### config.mk
export PLATFORM = sky130hd
export DESIGN_NAME = sdram_bank_dev_flat
export DESIGN_NICKNAME = d
export VERILOG_FILES = /design/src/shared/sdram_cmd_pkg.sv /design/src/shared/sdram_cmd_if.sv /design/src/design/sdram_bank_dev.sv /design/src/flat_wrapper.sv
export SDC_FILE = /design/constraint.sdc
export NUM_CORES = 1
export LEC_CHECK = 0
export BUFFER_PORTS_ARGS = -buffer_cell sky130_fd_sc_hd__buf_4
export CAP_MARGIN = 20
export CORE_MARGIN = 4
export CORE_UTILIZATION = 50
export DETAILED_ROUTE_END_ITERATION = 12
export PLACE_DENSITY = 0.78
export SETUP_SLACK_MARGIN = 0.02
export SYNTH_ARGS = -nofsm -noshare
export SYNTH_HDL_FRONTEND = slang
export SYNTH_SLANG_ARGS = --single-unit
### constraint.sdc
create_clock -name clk_i -period 3.3 [get_ports clk_i]
set_clock_uncertainty 0.2 [all_clocks]
set_input_delay 0.165 -clock clk_i [delete_from_list [all_inputs] [get_ports clk_i]]
set_output_delay 0.165 -clock clk_i [all_outputs]
set_load 0.005 [all_outputs]
### src/shared/sdram_cmd_pkg.sv
/*
 package of the two-bank synchronous dram command block: command codes, bank states,
 timing counts and widths.
 assumes a single 125 MHz clock shared by controller and device ends.
*/
package sdram_cmd_pkg;
   // ---------------------------------------------------------------
   // widths and clock
   // ---------------------------------------------------------------
   localparam int ADDR_W = 10;
   localparam int BANK_BIT = 9;            // bank_select_bit position in the address
   localparam int CLK_PERIOD_NS = 8;
   // ---------------------------------------------------------------
   // timing in ns and in cycles (least times round up)
   // ---------------------------------------------------------------
   localparam int ROW_TO_COLUMN_DELAY_NS = 24;
   localparam int PRECHARGE_TIME_NS = 24;
   localparam int WRITE_RECOVERY_NS = 8;
   localparam int DATA_IN_TO_ACTIVE_DELAY_NS = 32;
   localparam int REFRESH_CYCLE_NS = 80;
   localparam int MODE_SET_TO_COMMAND_DELAY_NS = 16;
   localparam int RCD_CYC = (ROW_TO_COLUMN_DELAY_NS + CLK_PERIOD_NS - 1) / CLK_PERIOD_NS;
   localparam int RP_CYC = (PRECHARGE_TIME_NS + CLK_PERIOD_NS - 1) / CLK_PERIOD_NS;
   localparam int WR_CYC = (WRITE_RECOVERY_NS + CLK_PERIOD_NS - 1) / CLK_PERIOD_NS;
   localparam int DAL_CYC = (DATA_IN_TO_ACTIVE_DELAY_NS + CLK_PERIOD_NS - 1) / CLK_PERIOD_NS;
   localparam int RC_CYC = (REFRESH_CYCLE_NS + CLK_PERIOD_NS - 1) / CLK_PERIOD_NS;
   localparam int MCD_CYC = (MODE_SET_TO_COMMAND_DELAY_NS + CLK_PERIOD_NS - 1) / CLK_PERIOD_NS;
   localparam int BURST_LEN = 4;
   localparam int CNT_W = 8;
   // ---------------------------------------------------------------
   // commands: {cs_n, ras_n, cas_n, we_n}
   // ---------------------------------------------------------------
   typedef enum logic [3:0] {
      deselect_cmd      = 4'h8,
      no_operation_cmd  = 4'h7,
      burst_stop_cmd    = 4'h6,
      read_cmd          = 4'h5,
      write_cmd         = 4'h4,
      activate_cmd      = 4'h3,
      precharge_cmd     = 4'h2,
      refresh_cmd       = 4'h1,
      mode_set_cmd      = 4'h0
   } cmd_e;
   // ---------------------------------------------------------------
   // bank states
   // ---------------------------------------------------------------
   typedef enum logic [3:0] {
      ST_IDLE       = 4'h0,
      ST_ACT_WAIT   = 4'h1,
      ST_ROW_ACTIVE = 4'h3,
      ST_WRITE      = 4'h2,
      ST_WR_REC     = 4'h6,
      ST_WRITE_AP   = 4'h7,
      ST_WR_REC_AP  = 4'h5,
      ST_PRECHARGE  = 4'h4,
      ST_REFRESH    = 4'hc,
      ST_MODE_SET   = 4'hd
   } bank_state_e;
   localparam logic [CNT_W-1:0] CNT_ZERO = 8'h00;
   localparam logic [CNT_W-1:0] CNT_ONE = 8'h01;
   localparam int AP_BIT = 8;              // auto-precharge flag position on column commands
endpackage : sdram_cmd_pkg

### src/shared/sdram_cmd_if.sv
/*
 interface joining the command controller and the dram command end.
 assumes both ends share clk_i and rst_i supplied by the testbench.
*/
`timescale 1ns/1ps
interface sdram_cmd_if;
   import sdram_cmd_pkg::*;
   logic cs_n;
   logic ras_n;
   logic cas_n;
   logic we_n;
   logic [ADDR_W-1:0] addr;
   // ---------------------------------------------------------------
   // modports
   // ---------------------------------------------------------------
   modport ctrl (output cs_n, output ras_n, output cas_n, output we_n, output addr);
   modport dev (input cs_n, input ras_n, input cas_n, input we_n, input addr);
endinterface : sdram_cmd_if

### src/design/sdram_bank_dev.sv
/*
 device end: per-bank command legality state machines of a two-bank sdram, mode register
 and illegal-command flag.
 assumes commands synchronous to clk_i, driven by the controller end through sdram_cmd_if.
*/
`timescale 1ns/1ps
module sdram_bank_dev
   import sdram_cmd_pkg::*;
(
   // clock and reset
   input wire logic clk_i,
   input wire logic rst_i,
   // command pins
   sdram_cmd_if.dev cmd,
   // status
   output logic [1:0] bank_idle_o,
   output logic [1:0] bank_active_o,
   output logic [ADDR_W-1:0] mode_reg_o,
   output logic illegal_o,
   output logic [3:0] read_start_o
);
   // ---------------------------------------------------------------
   // command decode
   // ---------------------------------------------------------------
   logic [3:0] pins;
   cmd_e cmd_now;
   logic sel_bank;
   logic is_nopc;
   assign pins = {cmd.cs_n, cmd.ras_n, cmd.cas_n, cmd.we_n};
   assign cmd_now = cmd.cs_n ? deselect_cmd : cmd_e'(pins);
   assign sel_bank = cmd.addr[BANK_BIT];
   assign is_nopc = (cmd_now == deselect_cmd) || (cmd_now == no_operation_cmd) ||
                    (cmd_now == burst_stop_cmd);

   bank_state_e st_reg [2];
   logic [CNT_W-1:0] cnt_reg [2];
   logic [1:0] bank_ill;
   logic [1:0] rd_hit;

   // ---------------------------------------------------------------
   // one state machine per bank
   // ---------------------------------------------------------------
   genvar b;
   generate
      for (b = 0; b < 2; b++)
      begin : g_bank
         bank_state_e st_next;
         logic [CNT_W-1:0] cnt_next;
         logic ill_next;
         logic mine;
         logic other_busy;
         logic col_ap;
         assign mine = (sel_bank == b[0]);
         assign col_ap = cmd.addr[AP_BIT];
         assign other_busy = (st_reg[1-b] != ST_IDLE);
         // next state and legality of this bank
         always_comb
         begin
            st_next = st_reg[b];
            cnt_next = (cnt_reg[b] != CNT_ZERO) ? cnt_reg[b] - CNT_ONE : CNT_ZERO;
            ill_next = 1'b0;
            unique case (st_reg[b])
               ST_IDLE:
               begin
                  if (cmd_now == refresh_cmd || cmd_now == mode_set_cmd)
                  begin
                     // both banks must be idle; this bank stays idle when the other is busy
                     if (other_busy)
                        ill_next = 1'b1;
                     else
                     begin
                        st_next = (cmd_now == refresh_cmd) ? ST_REFRESH : ST_MODE_SET;
                        cnt_next = (cmd_now == refresh_cmd) ? CNT_W'(RC_CYC - 1) : CNT_W'(MCD_CYC - 1);
                     end
                  end
                  else if (mine && cmd_now == activate_cmd)
                  begin
                     st_next = ST_ACT_WAIT;
                     cnt_next = CNT_W'(RCD_CYC - 1);
                  end
                  else if (mine && (cmd_now == read_cmd || cmd_now == write_cmd))
                     ill_next = 1'b1;
               end
               ST_ACT_WAIT:
               begin
                  if (cnt_reg[b] == CNT_ZERO)
                     st_next = ST_ROW_ACTIVE;
                  if (!is_nopc && (mine || cmd_now == refresh_cmd || cmd_now == mode_set_cmd))
                     ill_next = 1'b1;
               end
               ST_ROW_ACTIVE, ST_WR_REC:
               begin
                  if (st_reg[b] == ST_WR_REC && cnt_reg[b] == CNT_ZERO)
                     st_next = ST_ROW_ACTIVE;
                  if (mine && cmd_now == write_cmd)
                  begin
                     st_next = col_ap ? ST_WRITE_AP : ST_WRITE;
                     cnt_next = CNT_W'(BURST_LEN - 1);
                  end
                  else if (mine && cmd_now == read_cmd)
                     st_next = col_ap ? ST_PRECHARGE : ST_ROW_ACTIVE;
                  else if (mine && cmd_now == precharge_cmd && st_reg[b] == ST_ROW_ACTIVE ||
                           cmd_now == precharge_cmd && cmd.addr[AP_BIT] && st_reg[b] == ST_ROW_ACTIVE)
                  begin
                     st_next = ST_PRECHARGE;
                     cnt_next = CNT_W'(RP_CYC - 1);
                  end
                  else if (!is_nopc && (mine || cmd_now == refresh_cmd || cmd_now == mode_set_cmd))
                     ill_next = 1'b1;
                  if (mine && cmd_now == read_cmd && col_ap)
                     cnt_next = CNT_W'(RP_CYC - 1);
               end
               ST_WRITE:
               begin
                  if (cnt_reg[b] == CNT_ZERO)
                  begin
                     st_next = ST_WR_REC;
                     cnt_next = CNT_W'(WR_CYC - 1);
                  end
                  if (mine && cmd_now == burst_stop_cmd)
                     st_next = ST_ROW_ACTIVE;
               end
               ST_WRITE_AP:
               begin
                  if (cnt_reg[b] == CNT_ZERO)
                  begin
                     st_next = ST_WR_REC_AP;
                     cnt_next = CNT_W'(DAL_CYC - 1);
                  end
                  if (!(cmd_now == deselect_cmd || cmd_now == no_operation_cmd) &&
                      (mine || cmd_now == refresh_cmd || cmd_now == mode_set_cmd || cmd_now == burst_stop_cmd))
                     ill_next = 1'b1;
               end
               ST_WR_REC_AP:
               begin
                  if (cnt_reg[b] == CNT_ZERO)
                     st_next = ST_IDLE;
                  if (!is_nopc && (mine || cmd_now == refresh_cmd || cmd_now == mode_set_cmd))
                     ill_next = 1'b1;
               end
               ST_PRECHARGE:
               begin
                  if (cnt_reg[b] == CNT_ZERO)
                     st_next = ST_IDLE;
                  if (!is_nopc && cmd_now != precharge_cmd &&
                      (mine || cmd_now == refresh_cmd || cmd_now == mode_set_cmd))
                     ill_next = 1'b1;
               end
               ST_REFRESH, ST_MODE_SET:
               begin
                  if (cnt_reg[b] == CNT_ZERO)
                     st_next = ST_IDLE;
                  if (!is_nopc && b == 0)
                     ill_next = 1'b1;
               end
               default:
                  st_next = ST_IDLE;
            endcase
         end
         assign bank_ill[b] = ill_next;
         assign rd_hit[b] = mine && cmd_now == read_cmd &&
                            (st_reg[b] == ST_ROW_ACTIVE || st_reg[b] == ST_WR_REC);
         // state registers sample pins on the rising edge
         always_ff @(posedge clk_i or posedge rst_i)
         begin
            if (rst_i)
            begin
               st_reg[b] <= ST_IDLE;
               cnt_reg[b] <= CNT_ZERO;
            end
            else
            begin
               st_reg[b] <= st_next;
               cnt_reg[b] <= cnt_next;
            end
         end
         // per-bank status outputs
         always_ff @(posedge clk_i or posedge rst_i)
         begin
            if (rst_i)
            begin
               bank_idle_o[b] <= 1'b1;
               bank_active_o[b] <= 1'b0;
               read_start_o[b] <= 1'b0;
               read_start_o[b+2] <= 1'b0;
            end
            else
            begin
               bank_idle_o[b] <= (st_next == ST_IDLE);
               bank_active_o[b] <= (st_next == ST_ROW_ACTIVE);
               read_start_o[b] <= rd_hit[b];
               read_start_o[b+2] <= rd_hit[b] && col_ap;
            end
         end
      end
   endgenerate

   // ---------------------------------------------------------------
   // mode register and illegal flag
   // ---------------------------------------------------------------
   logic mode_load;
   assign mode_load = cmd_now == mode_set_cmd && st_reg[0] == ST_IDLE && st_reg[1] == ST_IDLE;
   always_ff @(posedge clk_i or posedge rst_i)
   begin
      if (rst_i)
      begin
         mode_reg_o <= '0;
         illegal_o <= 1'b0;
      end
      else
      begin
         if (mode_load)
            mode_reg_o <= cmd.addr;
         illegal_o <= |bank_ill;
      end
   end
endmodule : sdram_bank_dev

### src/flat_wrapper.sv
// flat-port wrapper written by rule: the top's interface ports become plain ports
module sdram_bank_dev_flat import sdram_cmd_pkg::*;
  (clk_i, rst_i, bank_idle_o, bank_active_o, mode_reg_o, illegal_o, read_start_o, cmd_cs_n, cmd_ras_n, cmd_cas_n, cmd_we_n, cmd_addr);
  sdram_cmd_if cmd_i ();
  input wire logic clk_i;
  input wire logic rst_i;
  output logic [1:0] bank_idle_o;
  output logic [1:0] bank_active_o;
  output logic [ADDR_W-1:0] mode_reg_o;
  output logic illegal_o;
  output logic [3:0] read_start_o;
  input wire logic [$bits(cmd_i.cs_n)-1:0] cmd_cs_n;
  input wire logic [$bits(cmd_i.ras_n)-1:0] cmd_ras_n;
  input wire logic [$bits(cmd_i.cas_n)-1:0] cmd_cas_n;
  input wire logic [$bits(cmd_i.we_n)-1:0] cmd_we_n;
  input wire logic [$bits(cmd_i.addr)-1:0] cmd_addr;
  assign cmd_i.cs_n = cmd_cs_n;
  assign cmd_i.ras_n = cmd_ras_n;
  assign cmd_i.cas_n = cmd_cas_n;
  assign cmd_i.we_n = cmd_we_n;
  assign cmd_i.addr = cmd_addr;
  sdram_bank_dev u_core (.clk_i(clk_i), .rst_i(rst_i), .cmd(cmd_i), .bank_idle_o(bank_idle_o), .bank_active_o(bank_active_o), .mode_reg_o(mode_reg_o), .illegal_o(illegal_o), .read_start_o(read_start_o));
endmodule
==> impl_metrics.xml, run 1 <==
<?xml version="1.0" encoding="UTF-8"?>
<metrics>
  <group name="worst_setup_path">
    <metric name="arrival_time_of_data_at_the_critical_path_endpoint" unit="ns">2.84</metric>
    <metric name="timing.critical_path.from" unit="">u_core.cnt_reg[0]$_DFF_PP0_</metric>
    <metric name="crit_buf_inv" unit="">1</metric>
    <metric name="worst_setup_path_endpoint" unit="">u_core.bank_idle_o[1]$_DFF_PP1_</metric>
    <metric name="critical-path-max-stage-delay" unit="ns">0.51</metric>
    <metric name="crit_fanout" unit="">11</metric>
    <metric name="critPathLaunchType" unit="">flop</metric>
    <metric name="setup_slack_of_the_worst_register_to_register_path" unit="ns">0.47</metric>
    <metric name="crit-reg2reg-capture" unit="">u_core.bank_idle_o[1]$_DFF_PP1_</metric>
    <metric name="critical_path_required" unit="ns">3.31</metric>
    <metric name="crit_path_cell_trace" unit="">inv_1 -&gt; ha_1 -&gt; or3b_2 -&gt; nor2_2 -&gt; o22ai_1 -&gt; or4_4 -&gt; a311oi_1</metric>
    <metric name="worst-path-stages" unit="">7</metric>
    <metric name="setup.worst_path.end_class" unit="">flop</metric>
    <metric name="reg2reg_from" unit="">u_core.cnt_reg[0]$_DFF_PP0_</metric>
    <metric name="worst_path_dominant_cell_family" unit="">simple AND/OR/NAND/NOR gates</metric>
    <metric name="worst_r2r_path_depth" unit="">7</metric>
    <metric name="critical_path_class" unit="">flop to flop</metric>
    <metric name="crit_slowest_cell" unit="">sky130_fd_sc_hd__or4_4</metric>
  </group>
  <group name="clock_network">
    <metric name="h-tree-depth" unit="">2</metric>
    <metric name="ctsRootBufferMaster" unit="">sky130_fd_sc_hd__clkbuf_8</metric>
    <metric name="cts_inserted_buffers" unit="">5</metric>
    <metric name="cts_tree" unit="">yes</metric>
    <metric name="worst_skew_pair.late_latency" unit="ns">0.30</metric>
    <metric name="clock_path_buffers" unit="">2</metric>
    <metric name="post_cts.repair.setup_buffers" unit="">0</metric>
    <metric name="clkSlewWorstSetupHoldPaths" unit="ns">0.08</metric>
    <metric name="tritoncts_num_sinks" unit="">43</metric>
    <metric name="holdBufCountCts" unit="">10</metric>
    <metric name="post_cts.resized_instances" unit="">0</metric>
  </group>
  <group name="die">
    <metric name="design.portCount" unit="">35</metric>
    <metric name="number_of_rows_in_the_core_area" unit="">27</metric>
    <metric name="placeableCoreArea" unit="µm²">5540</metric>
    <metric name="fp.dieArea" unit="µm²">7050</metric>
    <metric name="floorplan.initialDensity" unit="">0.521</metric>
    <metric name="chipHeight" unit="µm">84.0</metric>
    <metric name="floorplan.die.width" unit="µm">84.0</metric>
  </group>
  <group name="logic_synthesis">
    <metric name="synth.yosys.seq_area_share" unit="">0.374</metric>
    <metric name="syn_nets" unit="">344</metric>
    <metric name="synthArstFlopShare" unit="">1.00</metric>
    <metric name="post_synth.cell_area_avg" unit="µm²">8.91</metric>
    <metric name="synth-warning-count" unit="">0</metric>
    <metric name="ys_seq_elements" unit="">43</metric>
    <metric name="synthCells" unit="">324</metric>
    <metric name="synth_enable_flop_cells" unit="">0</metric>
    <metric name="ys_dominant_reg_cell" unit="">sky130_fd_sc_hd__dfrtp_1</metric>
    <metric name="cell_accounting_for_the_most_synthesized_area" unit="">sky130_fd_sc_hd__dfrtp_1</metric>
    <metric name="synth.mux.area_fraction" unit="">0.0425</metric>
    <metric name="synthTopCellsByArea" unit="">sky130_fd_sc_hd__dfrtp_1 36%, sky130_fd_sc_hd__nand2_1 3.6%, sky130_fd_sc_hd__nor2_1 3.6%</metric>
    <metric name="post_synth_xor_xnor_area" unit="">0.0455</metric>
    <metric name="synth_area" unit="µm²">2890</metric>
    <metric name="synth_top_area_share" unit="">0.356</metric>
    <metric name="synth_adder_area_share" unit="">0.0173</metric>
    <metric name="synth_simple_gate_area_frac" unit="">0.276</metric>
    <metric name="synthDistinctLibCells" unit="">70</metric>
    <metric name="synth_compound_area_frac" unit="">0.201</metric>
    <metric name="largest_family_of_logic_cells_by_synthesized_area" unit="">simple AND/OR/NAND/NOR gates</metric>
  </group>
  <group name="layout">
    <metric name="multiInputGateArea" unit="µm²">1680</metric>
    <metric name="finish.net_count" unit="">378</metric>
    <metric name="num-fill-cells" unit="">474</metric>
    <metric name="drive_above_1_share" unit="">0.175</metric>
    <metric name="largest_register_ffs" unit="">16</metric>
    <metric name="layout_commonest_cell" unit="">sky130_fd_sc_hd__dfrtp_1</metric>
    <metric name="layout.cells.most_common_list" unit="">41 x sky130_fd_sc_hd__dfrtp_1, 38 x sky130_fd_sc_hd__buf_4, 28 x sky130_fd_sc_hd__nand2_1, 28 x sky130_fd_sc_hd__nor2_1, 12 x sky130_fd_sc_hd__a21oi_1</metric>
    <metric name="final_core_util" unit="">0.606</metric>
    <metric name="insertedDiodeCount" unit="">0</metric>
    <metric name="area_growth_syn_to_layout" unit="%">16.4</metric>
    <metric name="ff_latch_area" unit="µm²">1080</metric>
    <metric name="post_layout_instance_count_excluding_filler_cells" unit="">431</metric>
  </group>
  <group name="sta">
    <metric name="finalWorstPathRequiredPeriod" unit="ns">2.83</metric>
    <metric name="max_slew_margin" unit="">0.538</metric>
    <metric name="max_freq" unit="GHz">0.353</metric>
    <metric name="report.final.setup_viol" unit="">0</metric>
    <metric name="final_hold_viol_count" unit="">0</metric>
    <metric name="timing_worst_slew_pin_value" unit="ns">0.691</metric>
    <metric name="fin_crit_sh" unit="">0.857</metric>
    <metric name="grt_setup_unrepaired" unit="">no</metric>
    <metric name="fin_tns_setup" unit="ns">0</metric>
    <metric name="final-max-slew-violation-count" unit="">0</metric>
  </group>
  <group name="routing">
    <metric name="detailroute.via_count" unit="">2662</metric>
    <metric name="wl_per_cell" unit="µm">16.3</metric>
    <metric name="route.detailed.vias_per_inst" unit="">6.18</metric>
    <metric name="drt_first_pass_iters" unit="">5</metric>
    <metric name="remaining_drc_errors" unit="">0</metric>
    <metric name="drt_iter0_drc" unit="">280</metric>
    <metric name="postRouteAntennaNets" unit="">0</metric>
    <metric name="routed_wirelength" unit="µm">7030</metric>
  </group>
  <group name="power_and_ir_drop">
    <metric name="cellPowerDensity" unit="nW/µm²">817</metric>
    <metric name="peakVddDrop" unit="V">0.000339</metric>
    <metric name="power.leakage" unit="nW">1.44</metric>
  </group>
  <group name="run_status">
    <metric name="run_status" unit="">finished clean</metric>
  </group>
  <group name="grt">
    <metric name="maximum_number_of_pins_on_one_net_before_global_route_repair" unit="">44</metric>
    <metric name="overflow" unit="">0</metric>
    <metric name="first_global_vias" unit="">2564</metric>
    <metric name="grt_antenna_before_repair" unit="">0</metric>
    <metric name="grt_pass1_wl" unit="µm">12100</metric>
    <metric name="overall_global_routing_resource_usage" unit="">0.206</metric>
  </group>
  <group name="placement">
    <metric name="place.port_buffers" unit="">34</metric>
    <metric name="dp_cells" unit="">413</metric>
    <metric name="place_congestion" unit="">0.940</metric>
    <metric name="dpl.hpwl" unit="µm">5050</metric>
  </group>
  <group name="worst_hold_path">
    <metric name="min-delay-path-class" unit="">input port to flop</metric>
  </group>
  <group name="flow_run">
    <metric name="maxCapViolCount" unit="">0</metric>
  </group>
</metrics>
[kinds of logic after synthesis]
logic type / Yosys count
and+or+nand+nor: 138
buffers and inverters: 32
muxes: 11
DFF: 43
adders and majority gates: 4
AOI/OAI and AO/OA: 81
xor gates and xnor gates: 15
[worst register-to-register path: stages (launching register included)]
cell	delay [ns]
sky130_fd_sc_hd__dfrtp_1	0.41
sky130_fd_sc_hd__inv_1	0.12
sky130_fd_sc_hd__ha_1	0.19
sky130_fd_sc_hd__or3b_2	0.50
sky130_fd_sc_hd__nor2_2	0.39
sky130_fd_sc_hd__o22ai_1	0.17
sky130_fd_sc_hd__or4_4	0.51
sky130_fd_sc_hd__a311oi_1	0.26
[final cells by class]
type / count / area share
clock buffers: 6 / 0.0216
clock inverters: 2 / 0.00372
inverters: 11 / 0.0123
multi-input cells: 249 / 0.500
flip-flops and latches: 43 / 0.321
well taps: 72 / 0.0268
repair buffers: 48 / 0.115
[worst min path at each step]
stage                     start                          endpoint  slack, ns  cells after the start
global placement          rst_i       u_core.cnt_reg[2]$_DFF_PP0_       0.12                      3
finish                 cmd_we_n  u_core.read_start_o[2]$_DFF_PP0_       0.03                      3
detailed placement        rst_i       u_core.cnt_reg[2]$_DFF_PP0_       0.13                      3
CTS                    cmd_we_n  u_core.read_start_o[2]$_DFF_PP0_       0.02                      3
global route           cmd_we_n  u_core.read_start_o[2]$_DFF_PP0_       0.04                      3
floorplan           cmd_addr[0]  u_core.mode_reg_o[0]$_DFFE_PP0P_        0.1                      1
[power by group]
group / switching [W] / internal, W / leakage [nW]
clock network: 0.000175 / 0.000148 / 0.0412
logic: 0.000766 / 0.000682 / 0.843
registers: 0.000253 / 0.000722 / 0.556
total: 0.00119 / 0.00155 / 1.44
[Yosys cell counts, drive strengths merged (3+ instances only)]
library cell and instances:
a21oi 12, a31oi 10, and2 5, and3 7, and4bb 3, buf 6
clkbuf 15, dfrtp 41, ha 4, inv 11, mux2 10, nand2 28
nand2b 8, nand3 9, nor2 29, nor2b 8, nor3 10, nor3b 3
nor4 9, nor4b 3, o211ai 5, o21ai 15, o221ai 3, o31ai 5
or4 3, xnor2 7, xor2 8
[metrics by stage]
| step | total power [W] | hold WS, ns | setup slack, ns | instance area (µm²) |
|---|---|---|---|---|
| after global routing | 0.00298 | 0.0406 | 0.312 | 3360 |
| after floorplan | 0.00201 | 0.0967 | 0.932 | 2890 |
| after CTS | 0.00274 | 0.0216 | 0.490 | 3360 |
| after detailed placement | 0.00240 | 0.130 | 0.526 | 3170 |
| final | 0.00275 | 0.0309 | 0.471 | 3360 |
| after global placement | 0.00235 | 0.122 | 0.641 | 3170 |
[routing by layer]
metal	share of wire	track usage	vias up
met2	0.46	0.333	116
met4	0.013	0.0585	0
li1	-	-	1276
met5	0	0	-
met3	0.083	0.0385	7
met1	0.45	0.282	1263
Power figures use the tool's default switching activity.
==> run 2, diff against run 1 <==
--- a/config.mk
+++ b/config.mk
@@ -7,10 +7,12 @@
 export LEC_CHECK = 0
 export BUFFER_PORTS_ARGS = -buffer_cell sky130_fd_sc_hd__buf_4
 export CAP_MARGIN = 20
+export CELL_PAD_IN_SITES_DETAIL_PLACEMENT = 0
+export CELL_PAD_IN_SITES_GLOBAL_PLACEMENT = 1
 export CORE_MARGIN = 4
-export CORE_UTILIZATION = 50
+export CORE_UTILIZATION = 44
 export DETAILED_ROUTE_END_ITERATION = 12
-export PLACE_DENSITY = 0.78
+export PLACE_DENSITY = 0.87
 export SETUP_SLACK_MARGIN = 0.02
 export SYNTH_ARGS = -nofsm -noshare
 export SYNTH_HDL_FRONTEND = slang
==> impl_metrics.xml, run 2 (same netlist as run 1, synthesis figures left out) <==
<?xml version="1.0" encoding="UTF-8"?>
<metrics>
  <group name="clock_network">
    <metric name="h-tree-depth" unit="">2</metric>
    <metric name="post_cts.repair.setup_buffers" unit="">0</metric>
    <metric name="clock_path_buffers" unit="">2</metric>
    <metric name="worst_skew_pair.late_latency" unit="ns">0.31</metric>
    <metric name="clkSlewWorstSetupHoldPaths" unit="ns">0.09</metric>
    <metric name="cts_inserted_buffers" unit="">5</metric>
    <metric name="tritoncts_num_sinks" unit="">43</metric>
    <metric name="cts_tree" unit="">yes</metric>
    <metric name="ctsRootBufferMaster" unit="">sky130_fd_sc_hd__clkbuf_8</metric>
  </group>
  <group name="worst_hold_path">
    <metric name="min-delay-path-class" unit="">input port to flop</metric>
  </group>
  <group name="die">
    <metric name="floorplan.die.width" unit="µm">89.0</metric>
    <metric name="floorplan.initialDensity" unit="">0.454</metric>
    <metric name="design.portCount" unit="">35</metric>
    <metric name="placeableCoreArea" unit="µm²">6350</metric>
    <metric name="number_of_rows_in_the_core_area" unit="">29</metric>
    <metric name="chipHeight" unit="µm">89.0</metric>
    <metric name="fp.dieArea" unit="µm²">7920</metric>
  </group>
  <group name="routing">
    <metric name="routed_wirelength" unit="µm">7630</metric>
    <metric name="remaining_drc_errors" unit="">0</metric>
    <metric name="wl_per_cell" unit="µm">17.4</metric>
    <metric name="detailroute.via_count" unit="">2716</metric>
    <metric name="route.detailed.vias_per_inst" unit="">6.19</metric>
    <metric name="drt_iter0_drc" unit="">327</metric>
    <metric name="drt_first_pass_iters" unit="">6</metric>
    <metric name="postRouteAntennaNets" unit="">0</metric>
  </group>
  <group name="worst_setup_path">
    <metric name="timing.critical_path.from" unit="">u_core.cnt_reg[0]$_DFF_PP0_</metric>
    <metric name="critical-path-max-stage-delay" unit="ns">0.51</metric>
    <metric name="worst_setup_path_endpoint" unit="">u_core.bank_idle_o[1]$_DFF_PP1_</metric>
    <metric name="critPathLaunchType" unit="">flop</metric>
    <metric name="crit_slowest_cell" unit="">sky130_fd_sc_hd__or4_4</metric>
    <metric name="reg2reg_from" unit="">u_core.cnt_reg[0]$_DFF_PP0_</metric>
    <metric name="critical_path_class" unit="">flop to flop</metric>
    <metric name="critical_path_required" unit="ns">3.32</metric>
    <metric name="worst_r2r_path_depth" unit="">7</metric>
    <metric name="crit-reg2reg-capture" unit="">u_core.bank_idle_o[1]$_DFF_PP1_</metric>
    <metric name="crit_buf_inv" unit="">1</metric>
    <metric name="setup.worst_path.end_class" unit="">flop</metric>
    <metric name="crit_fanout" unit="">11</metric>
    <metric name="crit_path_cell_trace" unit="">inv_1 -&gt; ha_1 -&gt; or3b_2 -&gt; nor2_2 -&gt; o22ai_1 -&gt; or4_4 -&gt; a311oi_1</metric>
    <metric name="setup_slack_of_the_worst_register_to_register_path" unit="ns">0.50</metric>
    <metric name="worst_path_dominant_cell_family" unit="">simple AND/OR/NAND/NOR gates</metric>
    <metric name="arrival_time_of_data_at_the_critical_path_endpoint" unit="ns">2.82</metric>
    <metric name="worst-path-stages" unit="">7</metric>
  </group>
  <group name="grt">
    <metric name="overflow" unit="">0</metric>
    <metric name="overall_global_routing_resource_usage" unit="">0.201</metric>
    <metric name="maximum_number_of_pins_on_one_net_before_global_route_repair" unit="">44</metric>
    <metric name="grt_antenna_before_repair" unit="">0</metric>
    <metric name="first_global_vias" unit="">2530</metric>
    <metric name="grt_pass1_wl" unit="µm">12600</metric>
  </group>
  <group name="sta">
    <metric name="final-max-slew-violation-count" unit="">0</metric>
    <metric name="finalWorstPathRequiredPeriod" unit="ns">2.80</metric>
    <metric name="fin_tns_setup" unit="ns">0</metric>
    <metric name="max_freq" unit="GHz">0.357</metric>
    <metric name="fin_ws" unit="ns">0.495</metric>
    <metric name="timing.hold.ws" unit="ns">0.0232</metric>
    <metric name="max_slew_margin" unit="">0.570</metric>
    <metric name="grt_setup_unrepaired" unit="">no</metric>
    <metric name="fin_crit_sh" unit="">0.850</metric>
    <metric name="report.final.setup_viol" unit="">0</metric>
    <metric name="timing_worst_slew_pin_value" unit="ns">0.640</metric>
    <metric name="final_hold_viol_count" unit="">0</metric>
  </group>
  <group name="layout">
    <metric name="finish.net_count" unit="">381</metric>
    <metric name="largest_register_ffs" unit="">16</metric>
    <metric name="drive_above_1_share" unit="">0.185</metric>
    <metric name="num-fill-cells" unit="">601</metric>
    <metric name="insertedDiodeCount" unit="">0</metric>
    <metric name="layout_commonest_cell" unit="">sky130_fd_sc_hd__buf_4</metric>
    <metric name="layout.cells.most_common_list" unit="">42 x sky130_fd_sc_hd__buf_4, 41 x sky130_fd_sc_hd__dfrtp_1, 28 x sky130_fd_sc_hd__nand2_1, 28 x sky130_fd_sc_hd__nor2_1, 12 x sky130_fd_sc_hd__a21oi_1</metric>
    <metric name="area_growth_syn_to_layout" unit="%">19.0</metric>
    <metric name="post_layout_instance_count_excluding_filler_cells" unit="">439</metric>
  </group>
  <group name="power_and_ir_drop">
    <metric name="cellPowerDensity" unit="nW/µm²">856</metric>
    <metric name="peakVddDrop" unit="V">0.000395</metric>
    <metric name="power.leakage" unit="nW">1.48</metric>
    <metric name="p_total" unit="W">0.00294</metric>
  </group>
  <group name="placement">
    <metric name="place_congestion" unit="">0.883</metric>
    <metric name="dpl.hpwl" unit="µm">5350</metric>
    <metric name="dp_cells" unit="">422</metric>
    <metric name="placement.setup.worst_slack" unit="ns">0.536</metric>
    <metric name="place.port_buffers" unit="">34</metric>
  </group>
  <group name="flow_run">
    <metric name="maxCapViolCount" unit="">0</metric>
  </group>
  <group name="run_status">
    <metric name="run_status" unit="">finished clean</metric>
  </group>
</metrics>
[run 2: metrics by stage]
step,area [µm²],util
6_report,3430,0.541
4_1_cts,3430,0.541
3_5_place_dp,3210,0.506
3_3_place_gp,3210,0.506
2_1_floorplan,2890,-
5_1_grt,3430,0.541
[run 2: power breakdown]
group / total (W) / internal [W] / switching (W)
clock: 0.000488 / 0.000302 / 0.000186
combinational: 0.00155 / 0.000702 / 0.000845
sequential: 0.000902 / 0.000723 / 0.000179
total: 0.00294 / 0.00173 / 0.00121
[run 2: final cells by class]
class | count | area [µm²] | share of cell area
clock buffer | 6 | 72.6 | 0.0211
clock inverter | 2 | 60.1 | 0.0175
inverter | 11 | 41.3 | 0.0120
multi-input combinational | 249 | 1680 | 0.489
sequential | 43 | 1080 | 0.314
tap | 77 | 96.3 | 0.0281
timing repair buffer | 51 | 405 | 0.118
[run 2: metal layers]
metal / track usage / routed length (µm) / vias up
met1: 0.291 / 3390 / 1278
met3: 0.0267 / 674 / 16
met5: 0 / 0 / -
met4: 0.0528 / 112 / 0
met2: 0.318 / 3450 / 138
li1: - / - / 1284
[run 2: worst min path at each step]
stage	from	to	slack, ns	cells after the start
3_5_place_dp	rst_i	u_core.mode_reg_o[7]$_DFFE_PP0P_	0.15	3
3_3_place_gp	rst_i	u_core.cnt_reg[2]$_DFF_PP0_	0.13	3
2_1_floorplan	cmd_addr[0]	u_core.mode_reg_o[0]$_DFFE_PP0P_	0.1	1
4_1_cts	cmd_addr[8]	u_core.mode_reg_o[8]$_DFFE_PP0P_	0.02	2
6_report	cmd_addr[8]	u_core.mode_reg_o[8]$_DFFE_PP0P_	0.02	2
5_1_grt	cmd_addr[8]	u_core.mode_reg_o[8]$_DFFE_PP0P_	0.02	2
[run 2: what timing repair did]
item	in CTS	in global routing
hold buffers	9	0
endpoints found under the hold margin	49	0
gates resized for setup	0	0
endpoints found under the setup margin	0	0
